$ cat src/rtl/scs_pkg.sv
// package of constants and carrier types for the conversion sequencer
package scs_pkg;
    // result word width and busy-bit extension
    localparam int unsigned RES_W      = 16;
    localparam int unsigned CNT_W      = 5;
    // clock rate and fixed conversion time
    localparam int unsigned CLK_MHZ    = 100;
    localparam int unsigned T_CONV_NS  = 1400;
    localparam int unsigned CONV_CYC   = (T_CONV_NS * CLK_MHZ) / 1000;
    localparam int unsigned TIMER_W    = 11;
    localparam logic [TIMER_W-1:0] CONV_LAST = TIMER_W'(CONV_CYC - 1);
    // result code landmarks, straight binary
    localparam logic [RES_W-1:0] CODE_ZERO = 16'h0000;
    localparam logic [RES_W-1:0] CODE_MID  = 16'h8000;
    localparam logic [RES_W-1:0] CODE_FULL = 16'hFFFF;
    localparam logic [CNT_W-1:0] BITS_PLAIN = 5'h10;
    localparam logic [CNT_W-1:0] BITS_BUSY  = 5'h11;

    // sequencer phases
    typedef enum logic [1:0] {
        SCS_ACQ,
        SCS_CONV,
        SCS_READ
    } scs_phase_e;

    // analog front end controls
    typedef struct packed {
        logic sample;     // pulse: capture difference on cap array
        logic isolate;    // inputs disconnected from internal circuits
        logic power_up;   // converter core powered
    } scs_afe_s;

    // serial output pin, two signals
    typedef struct packed {
        logic data;
        logic oe;
    } scs_pin_s;
endpackage

$ cat src/rtl/scs_sync.sv
// two-flop synchroniser for one asynchronous level
`timescale 1ns/1ps
module scs_sync (
    input  wire logic clk_i,
    input  wire logic rst_n_i,
    input  wire logic d_i,
    output logic      q_o
);
    logic meta_ff;
    logic q_ff;

    // =========================
    // sync stages
    always_ff @(posedge clk_i or negedge rst_n_i) begin
        if (!rst_n_i) begin
            meta_ff <= 1'b0;
            q_ff    <= 1'b0;
        end else begin
            meta_ff <= d_i;
            q_ff    <= meta_ff;
        end
    end

    assign q_o = q_ff;
endmodule // scs_sync

$ cat src/rtl/scs_sequencer.sv
// conversion sequencer with serial result interface
// What this block does
// conversion timed by internal fixed counter
// sample input difference at conversion start
// inputs isolated throughout conversion
// reconnect capacitors, enter acquisition after conversion
// acquisition powered down, result still readable
// four variants: chip-select or chain, busy
// busy enabled adds one leading bit
// chain mode shifts serial input through
// serial input high at start selects chip-select
// start edge samples, converts, tristates output
// next lower bit on each falling clock
// straight binary result coding
// host waits for conversion and readout
`timescale 1ns/1ps
module scs_sequencer (
    input  wire logic                    clk_i,
    input  wire logic                    arst_n_i,
    input  wire logic                    convert_start_i,
    input  wire logic                    serial_in_select_i,
    input  wire logic                    sclk_i,
    input  wire logic [scs_pkg::RES_W-1:0] conv_code_i,
    input  wire logic                    busy_en_i,
    output logic                         serial_result_out_o,
    output logic                         serial_result_out_oe_o,
    output logic                         sample_o,
    output logic                         isolate_o,
    output logic                         power_up_o,
    output logic                         chip_select_mode_o,
    output logic                         busy_o
);
    import scs_pkg::*;

    // =========================
    // reset release
    // deassertion is retimed so no flop leaves reset mid-setup window
    logic rst_a_ff;
    logic rst_n;
    always_ff @(posedge clk_i or negedge arst_n_i) begin
        if (!arst_n_i) begin
            rst_a_ff <= 1'b0;
            rst_n    <= 1'b0;
        end else begin
            rst_a_ff <= 1'b1;
            rst_n    <= rst_a_ff;
        end
    end

    // =========================
    // pin synchronisers
    logic cs_s;
    logic sdi_s;
    logic sck_s;
    scs_sync u_sync_cs (
        .clk_i   (clk_i),
        .rst_n_i (rst_n),
        .d_i     (convert_start_i),
        .q_o     (cs_s)
    );
    scs_sync u_sync_sdi (
        .clk_i   (clk_i),
        .rst_n_i (rst_n),
        .d_i     (serial_in_select_i),
        .q_o     (sdi_s)
    );
    scs_sync u_sync_sck (
        .clk_i   (clk_i),
        .rst_n_i (rst_n),
        .d_i     (sclk_i),
        .q_o     (sck_s)
    );

    // =========================
    // state
    scs_phase_e             phase_ff,   nxt_phase;
    logic [TIMER_W-1:0]     timer_ff,   nxt_timer;
    logic [RES_W:0]         shift_ff,   nxt_shift;
    logic [CNT_W-1:0]       left_ff,    nxt_left;
    logic                   csm_ff,     nxt_csm;
    logic                   busy_ff,    nxt_busy;
    logic                   cs_d_ff,    sck_d_ff;
    scs_afe_s               afe_ff,     nxt_afe;
    scs_pin_s               pin_ff,     nxt_pin;

    logic cs_rise;
    logic cs_fall;
    logic sck_fall;
    assign cs_rise  = cs_s & ~cs_d_ff;
    assign cs_fall  = ~cs_s & cs_d_ff;
    assign sck_fall = ~sck_s & sck_d_ff;
    // edge flops reset to the idle pin levels, so no false edge after reset
    // the serial clock is sampled, so its period must span several clocks

    // read opens on start falling (chip-select) or serial input low (chain)
    logic open_cs;
    logic open_chain;
    assign open_cs    = csm_ff & cs_fall;
    assign open_chain = ~csm_ff & ~sdi_s & ~sck_fall & ~cs_s &
                        (left_ff == (busy_en_i ? BITS_BUSY : BITS_PLAIN));

    // next state of sequencer and shifter
    always_comb begin
        nxt_phase       = phase_ff;
        nxt_timer       = timer_ff;
        nxt_shift       = shift_ff;
        nxt_left        = left_ff;
        nxt_csm         = csm_ff;
        nxt_busy        = busy_ff;
        nxt_afe         = afe_ff;
        nxt_afe.sample  = 1'b0;
        nxt_pin         = pin_ff;
        case (phase_ff)
            SCS_ACQ, SCS_READ: begin
                // host waits before restarting
                if (cs_rise) begin
                    // mode strap at start edge
                    nxt_csm        = sdi_s;
                    // capture input difference
                    nxt_afe.sample = 1'b1;
                    // isolate inputs while converting
                    nxt_afe.isolate  = 1'b1;
                    nxt_afe.power_up = 1'b1;
                    // output to high impedance
                    nxt_pin.oe     = 1'b0;
                    nxt_timer      = '0;
                    nxt_busy       = 1'b1;
                    nxt_phase      = SCS_CONV;
                end else if (phase_ff == SCS_READ) begin
                    // next lower bit per falling clock
                    if (sck_fall && pin_ff.oe) begin
                        // chip-select mode stops after the last word bit
                        if (csm_ff && left_ff <= 5'h01) begin
                            nxt_pin.oe = 1'b0;
                            nxt_left   = '0;
                        end else begin
                            nxt_shift    = {shift_ff[RES_W-1:0], sdi_s};
                            // chain passes serial input through
                            nxt_pin.data = shift_ff[RES_W];
                            // chain mode keeps driving, count parks at one
                            if (left_ff > 5'h01) begin
                                nxt_left = CNT_W'(left_ff - 5'h01);
                            end
                        end
                    end
                    // chip-select: start high ends the read
                    if (csm_ff && cs_s && pin_ff.oe) begin
                        nxt_pin.oe = 1'b0;
                    end
                    // read opens on start falling (chip-select) or serial input low (chain)
                    if (!pin_ff.oe && left_ff != '0 && (open_cs || open_chain)) begin
                        nxt_pin.oe   = 1'b1;
                        nxt_pin.data = shift_ff[RES_W];
                        nxt_shift    = {shift_ff[RES_W-1:0], 1'b0};
                    end
                end
            end
            SCS_CONV: begin
                // fixed length on internal count
                if (timer_ff == CONV_LAST) begin
                    // reconnect and acquire
                    nxt_afe.isolate  = 1'b0;
                    // power down, result readable
                    nxt_afe.power_up = 1'b0;
                    nxt_busy         = 1'b0;
                    // straight binary code loaded
                    // busy adds leading one bit
                    // variant sets framing
                    // without busy bit the low pad slot leaves ahead of
                    // the first chained bit in chain mode
                    if (busy_en_i) begin
                        nxt_shift = {1'b1, conv_code_i};
                        nxt_left  = BITS_BUSY;
                    end else begin
                        nxt_shift = {conv_code_i, 1'b0};
                        nxt_left  = BITS_PLAIN;
                    end
                    nxt_phase = SCS_READ;
                end else begin
                    nxt_timer = TIMER_W'(timer_ff + 11'h001);
                end
            end
            default: nxt_phase = SCS_ACQ;
        endcase
    end

    // register all state
    always_ff @(posedge clk_i or negedge rst_n) begin
        if (!rst_n) begin
            phase_ff <= SCS_ACQ;
            timer_ff <= '0;
            shift_ff <= '0;
            left_ff  <= '0;
            csm_ff   <= 1'b1;
            busy_ff  <= 1'b0;
            cs_d_ff  <= 1'b0;
            sck_d_ff <= 1'b0;
            afe_ff   <= '0;
            pin_ff   <= '0;
        end else begin
            phase_ff <= nxt_phase;
            timer_ff <= nxt_timer;
            shift_ff <= nxt_shift;
            left_ff  <= nxt_left;
            csm_ff   <= nxt_csm;
            busy_ff  <= nxt_busy;
            cs_d_ff  <= cs_s;
            sck_d_ff <= sck_s;
            afe_ff   <= nxt_afe;
            pin_ff   <= nxt_pin;
        end
    end

    // outputs straight from flops
    assign serial_result_out_o    = pin_ff.data;
    assign serial_result_out_oe_o = pin_ff.oe;
    assign sample_o               = afe_ff.sample;
    assign isolate_o              = afe_ff.isolate;
    assign power_up_o             = afe_ff.power_up;
    assign chip_select_mode_o     = csm_ff;
    assign busy_o                 = busy_ff;
endmodule // scs_sequencer

$ cat config.mk
export PLATFORM = sky130hd
export DESIGN_NAME = scs_sequencer
export DESIGN_NICKNAME = d
export VERILOG_FILES = /design/src/rtl/scs_pkg.sv /design/src/rtl/scs_sync.sv /design/src/rtl/scs_sequencer.sv
export SDC_FILE = /design/constraint.sdc
export NUM_CORES = 1
export LEC_CHECK = 0
export ABC_AREA = 1
export BUFFER_PORTS_ARGS = -buffer_cell sky130_fd_sc_hd__buf_2
export CAP_MARGIN = 20
export CORE_MARGIN = 2
export CORE_UTILIZATION = 53
export DETAILED_ROUTE_END_ITERATION = 8
export PLACE_DENSITY = 0.85
export SYNTH_ARGS = -nofsm -noshare
export SYNTH_HDL_FRONTEND = slang
export SYNTH_SLANG_ARGS = --single-unit
$ cat constraint.sdc
create_clock -name clk_i -period 1.6 [get_ports clk_i]
set_clock_uncertainty 0.1 [all_clocks]
set_input_delay 0.08 -clock clk_i [delete_from_list [all_inputs] [get_ports clk_i]]
set_output_delay 0.08 -clock clk_i [all_outputs]
set_load 0.02 [all_outputs]
* Yosys cells after proc, flatten, opt, wreduce, memory -nomap -nowiden
Index checks and enable logic that the tools add are counted.
Operators by class: $add $sub $neg 2, magnitude comparators 2, eq/ne operators 14, mux-type cells 36, bitwise logic cells 15, reduce and logical (&&, ||, !) cells 24
Operators with widths (number):
- two-way mux 17 bit | 7
- case mux 17 bit (2 select lines) | 1
- two-way mux 5 bit | 6
- two-way mux 11 bit | 2
- case mux 11 bit (2 select lines) | 1
- inequality test 2 bit (second input constant) | 6
- AND reduction 6 bit | 2
- adder 11 x 1 -> 11 bit (second input constant) | 1
- == test 11 x 8 -> 1 bit (second input constant) | 1
- two-way mux 2 bit | 5
- case mux 5 bit (2 select lines) | 1
- two-way mux 1 bit | 9
- inequality test 3 bit (second input constant) | 3
- bitwise AND 1 bit | 8
- case mux 2 bit (2 select lines) | 2
- nonzero test 4 bit | 2
- NOT 1 bit | 7
- logical AND 1 bit | 6
- AND reduction 3 bit | 2
- nonzero test 2 bit | 3
- == test 5 bit | 1
- > comparator 5 x 1 -> 1 bit (second input constant) | 1
- less-or-equal comparator 5 x 1 -> 1 bit (second input constant) | 1
- AND reduction 5 bit | 1
- 13 further kinds | 14
Word-level totals: bits in registers 52, input bits 22, output and inout bits 7, logic and storage cells 114

* Logic depth before layout (Yosys ltp)
depth after elaboration 12, gate-level depth with buffers 12, mapped depth without buffers 11

* Cells and area by module
A second synthesis with hierarchy kept.
Unflattened totals: cell total of the unflattened synthesis 357, area total of the unflattened synthesis 2751.4 um^2
By module, submodules not included:
- scs_sequencer | instances 1, cells each 351, area each 2601.2 um^2, sequential area each 1127.3 um^2
- scs_sync | instances 3, cells each 2, area each 50.0 um^2, sequential area each 50.0 um^2

* Worst setup path before layout
OpenSTA, ideal clock, no wires.
path kind register -> register, start point reg timer_ff[0], end point reg shift_ff[16], library setup time 0.116 ns, arrival 1.455 ns, data required time 1.384 ns, slack -0.071 ns, stages on the path, launching flop included 12, path buffers 1, clock period less this slack 1.671 ns, cells stage by stage dfrtp_1 ha_1 inv_2 nor2_1 nand4_1 nor2_1 nand2_2 o21ai_4 nand2_4 buf_6 nand2_1 nand2_1
On the way: longest elaborated chain between the ends 3
Ends and longest elaborated chain:
- from (decl) | line scs_sequencer.sv:77 | logic [TIMER_W-1:0] timer_ff, nxt_timer;
- from (signal assigned) | line scs_sequencer.sv:202 | timer_ff <= nxt_timer;
- == test 11 x 8 -> 1 bit | line scs_sequencer.sv:160 | if (timer_ff == CONV_LAST) begin
- inequality test 2 bit (no line)
- AND reduction 6 bit (no line)
- to (signal assigned) | line scs_sequencer.sv:203 | shift_ff <= nxt_shift;
- to (decl) | line scs_sequencer.sv:78 | logic [RES_W:0] shift_ff, nxt_shift;
Every way passes these cells. A chain may end at the register's enable or synchronous reset.

* Worst setup path after layout
start point reg left_ff[1], end point reg shift_ff[4]
On the way: longest elaborated chain between the ends 8, elaborated cells between the ends (all ways) 15, classes of those cells order compare (1); eq/ne (3); mux (4); bitwise (1); reduce/logical (6)
Ends and longest elaborated chain:
- from (decl) | line scs_sequencer.sv:79 | logic [CNT_W-1:0] left_ff, nxt_left;
- from (signal assigned) | line scs_sequencer.sv:204 | left_ff <= nxt_left;
- == test 5 bit | line scs_sequencer.sv:100 | (left_ff == (busy_en_i ? BITS_BUSY : BITS_PLAIN));
- bitwise AND 1 bit | line scs_sequencer.sv:99 | assign open_chain = ~csm_ff & ~sdi_s & ~sck_fall & ~cs_s &
- logical OR 1 bit | line scs_sequencer.sv:151 | if (!pin_ff.oe && left_ff != '0 && (open_cs || open_chain)) begin
- logical AND 1 bit | line scs_sequencer.sv:151
- two-way mux 17 bit | line scs_sequencer.sv:151
- two-way mux 17 bit | line scs_sequencer.sv:129 | end else if (phase_ff == SCS_READ) begin
- two-way mux 17 bit | line scs_sequencer.sv:116 | if (cs_rise) begin
- case mux 17 bit (2 select lines) | line scs_sequencer.sv:113 | case (phase_ff)
Parallel ways exist; a longest one is shown, timed or not. The select of a mux whose other input is x is not followed.

==> summary.txt <==
Clock tree
  – Bufs on Longest Clock Path: 2
  – Clock tree from TritonCTS: yes
  – CTS Buf Count: 5
  – Clock Latency Late Sink: about 0.32 ns
  – # H-tree levels: 2
  – Clk sink count: 51
  – CTS Root Buffer Type: sky130_fd_sc_hd__clkbuf_8
  – Clock-pin transition on the worst setup and hold timing paths: around 0.1 ns

Floorplanning
  – Initial Utilization: ~54%
  – DIE WIDTH: 75.89 um
  – Floorplan die area: 5759 um2
  – Row count: 26
  – I/O pin total: 29
  – Total core area: slightly above 5000 um2
  – Chip Height: 75.89 um

Cells and area
  – Sequential cell area: 1279 um2
  – Area of the multi-input gates: 1313 um2
  – Area Overhead vs Synth: 22.66%
  – Final net count: 442
  – Ratio of cells with drive above 1 in the final layout: around a quarter
  – Leading cell type in the layout, fill and taps excluded: sky130_fd_sc_hd__nand2_1
  – Leading cell types in the layout, fill and taps excluded: 98 x sky130_fd_sc_hd__nand2_1, 49 x sky130_fd_sc_hd__dfrtp_1, 42 x sky130_fd_sc_hd__nand3_1
  – Antenna diodes: 0
  – Fill cell count: between 400 and 500

Drt
  – Drt drc: 0
  – Total via count in the routed design: 2,525
  – Antenna-violating nets left: 0
  – Total routed wirelength: 6256 um
  – Pre-antenna DRT Iters: 5
  – DRT iter0 DRCs: 166
  – Routed wire per std cell: 12.85 um
  – Routed vias/inst: 5.185

Placement
  – RD Place Congestion: 0.9213
  – Input/output buffers: 28
  – Worst setup slack before clock tree synthesis: -0.06166 ns
  – Placed wire-length estimate: 4381 um

Critical path
  – Slack of the worst reg-to-reg path: -0.08 ns
  – Launch point of the worst reg-to-reg path: left_ff[1]$_DFFE_PN0P_
  – Count of cells along the worst register-to-register path: 10
  – Arrival time at the worst endpoint: about 1.8 ns
  – Critical path fanouts, max: 9
  – Beginning of the critical path: left_ff[1]$_DFFE_PN0P_
  – Critical path capture point: shift_ff[4]$_DFFE_PN0P_
  – Crit Path Class: reg -> reg
  – WP data required: approximately 1.7 ns
  – End of the worst register-to-register path: shift_ff[4]$_DFFE_PN0P_
  – Startpoint types: flop
  – Endpoint kind of the worst setup timing path: flop

Logic synthesis
  – Yosys warns: 0
  – Synth Net Count: 381
  – Post-Synthesis Cell Area: 2739 um2
  – Cells after synthesis: approximately 360
  – FF+latch count, synth: 51
  – Distinct cells, synth: 26
  – Post-Syn Area per Cell: a little under 8 um2
  – Proportion of synthesized chip area in sequential cells: 46.64%

Timing
  – Final Hold Viols: 0
  – Final setup TNS: -1.272 ns
  – Least setup slack across all paths after layout: -0.07817 ns
  – Period utilization: 104.9%
  – Setup violation total in the final timing report: 22
  – Max-slew violation total from the final report: 0
  – WHS: 0.02163 ns
  – Setup repair after global routing missed its margin: true
  – Fmax: 595.9 MHz
  – Post-layout min period: 1.678 ns

Power and ir drop
  – Worst-case vdd ir drop: 490.1 uV
  – Cell Pwr Density: roughly 970 nW/um2
  – Static leakage: 1.695 nW
  – Design Power: ~3.3 mW

Global routing
  – Wire length of the first global-routing pass: 10,670 um
  – Gr ovfl total: 0
  – Global-route usage over all layers: 24.38%
  – Number of global-route vias before repair: 2,398
  – Initial antenna violation count: 0
  – Pin count of the biggest net entering global routing: 34

Run
  – Max-cap viol count: 0

Outcome
  – Result of the run: finished with violations
  – Failing checks: setup timing

Worst hold path
  – Worst hold path class: in -> reg
-- worst min-delay path by stage --
stage	startpoint	end	slack, ns	cells after the start
after global routing	conv_code_i[0]	shift_ff[0]$_DFFE_PN0P_	0.06	5
final	conv_code_i[0]	shift_ff[0]$_DFFE_PN0P_	0.02	5
after global placement	arst_n_i	rst_a_ff$_DFF_PN0_	-0.23	1
after floorplan	arst_n_i	rst_a_ff$_DFF_PN0_	-0.32	0
after detailed placement	arst_n_i	rst_a_ff$_DFF_PN0_	-0.23	1
after CTS	conv_code_i[0]	shift_ff[0]$_DFFE_PN0P_	0.01	5
-- timing repair --
item / CTS / global route
hold buffers: 5 / 0
buffers inserted: 5 / 2
pin swaps: 2 / 2
resized for setup: 10 / 13
endpoints found under the hold margin: 5 / 0
setup endpoints to repair: 30 / 31
-- where the power goes --
group | internal, mW | total [mW] | switching [mW]
Combinational | 0.421 | 0.965 | 0.544
Clock | 0.317 | 0.780 | 0.463
Sequential | 1.41 | 1.52 | 0.110
-- cells by family (layout without fill, tap and decap cells) --
family / count (synthesis) / in the layout / share of synthesized area (%)
AO/OA/AOI/OAI: 50 / 50 / 9.685
other: 1 / 1 / 0.1369
AND/OR/NAND/NOR: 198 / 198 / 31.16
XOR/XNOR: 10 / 10 / 3.198
buffers and inverters: 41 / 103 / 7.355
adder cells (fa/ha/maj): 4 / 4 / 1.827
flip-flops: 51 / 51 / 46.64
-- synthesized netlist by cell type --
cell                       instances  area [um2]
sky130_fd_sc_hd__nand2_2           4       25.02
sky130_fd_sc_hd__xor2_1           10       87.58
sky130_fd_sc_hd__inv_1            21       78.83
sky130_fd_sc_hd__clkbuf_8          2       27.53
sky130_fd_sc_hd__nor3_1            1       5.000
sky130_fd_sc_hd__nor2_4            2       22.52
sky130_fd_sc_hd__ha_1              4       50.05
sky130_fd_sc_hd__nand2_4           1       11.26
sky130_fd_sc_hd__nand4_1           4       25.02
sky130_fd_sc_hd__o21ai_4           1       16.27
sky130_fd_sc_hd__nand2_1         106       397.9
sky130_fd_sc_hd__dfstp_2           1       26.28
sky130_fd_sc_hd__dfrtp_1          50        1251
sky130_fd_sc_hd__a21oi_1           3       15.01
sky130_fd_sc_hd__nor2_1           37       138.9
sky130_fd_sc_hd__o22ai_1           3       18.77
sky130_fd_sc_hd__o21ai_1           3       15.01
sky130_fd_sc_hd__clkbuf_1          4       15.01
sky130_fd_sc_hd__inv_2             6       22.52
sky130_fd_sc_hd__buf_6             2       22.52
sky130_fd_sc_hd__buf_2             4       20.02
sky130_fd_sc_hd__nand3_4           1       17.52
sky130_fd_sc_hd__conb_1            1       3.750
sky130_fd_sc_hd__nand3_1          42       210.2
sky130_fd_sc_hd__buf_4             2       15.01
sky130_fd_sc_hd__o21ai_0          40       200.2
-- through the flow --
| step | std cells | area (um2) | util (%) |
|---|---|---|---|
| floorplan | 355 | 2755 | - |
| global placement | 467 | 3105 | 61.59 |
| detailed placement | 467 | 3105 | 61.59 |
| CTS | 485 | 3307 | 65.58 |
| global route | 487 | 3359 | 66.63 |
| finish | 487 | 3359 | 66.63 |
-- final cells by class --
| class | count | area share (%) |
|---|---|---|
| clock buffer | 5 | 2.048 |
| clock inverter | 3 | 0.6704 |
| tap | 70 | 2.607 |
| multi-input combinational | 263 | 39.07 |
| sequential | 51 | 38.06 |
| inverter | 27 | 3.017 |
| timing repair buffer | 68 | 14.53 |
-- flip-flops by register name, summed over array words and instances, names as in the netlist, 2 cells and up --
register	count
shift_ff	17
left_ff	5
timer_ff	11
phase_ff	2
-- layer usage --
| layer | up-vias | global-route usage (%) | wire length [um] |
|---|---|---|---|
| li1 | 1258 | - | - |
| met4 | 0 | 8.772 | 78 |
| met3 | 7 | 5.423 | 359 |
| met2 | 86 | 39.27 | 3027 |
| met1 | 1174 | 32.35 | 2789 |
| met5 | - | 0 | 0 |
-- worst max-delay path: stages (launching register included) --
cell	delay, ns
sky130_fd_sc_hd__dfrtp_1	0.41
sky130_fd_sc_hd__inv_2	0.08
sky130_fd_sc_hd__ha_1	0.14
sky130_fd_sc_hd__inv_1	0.04
sky130_fd_sc_hd__nand2_2	0.07
sky130_fd_sc_hd__nand4_1	0.15
sky130_fd_sc_hd__nand2_2	0.14
sky130_fd_sc_hd__nand3_4	0.14
sky130_fd_sc_hd__buf_6	0.18
sky130_fd_sc_hd__nand3_1	0.07
sky130_fd_sc_hd__nand2_1	0.06
No activity file was read; power rests on OpenSTA's default activity.
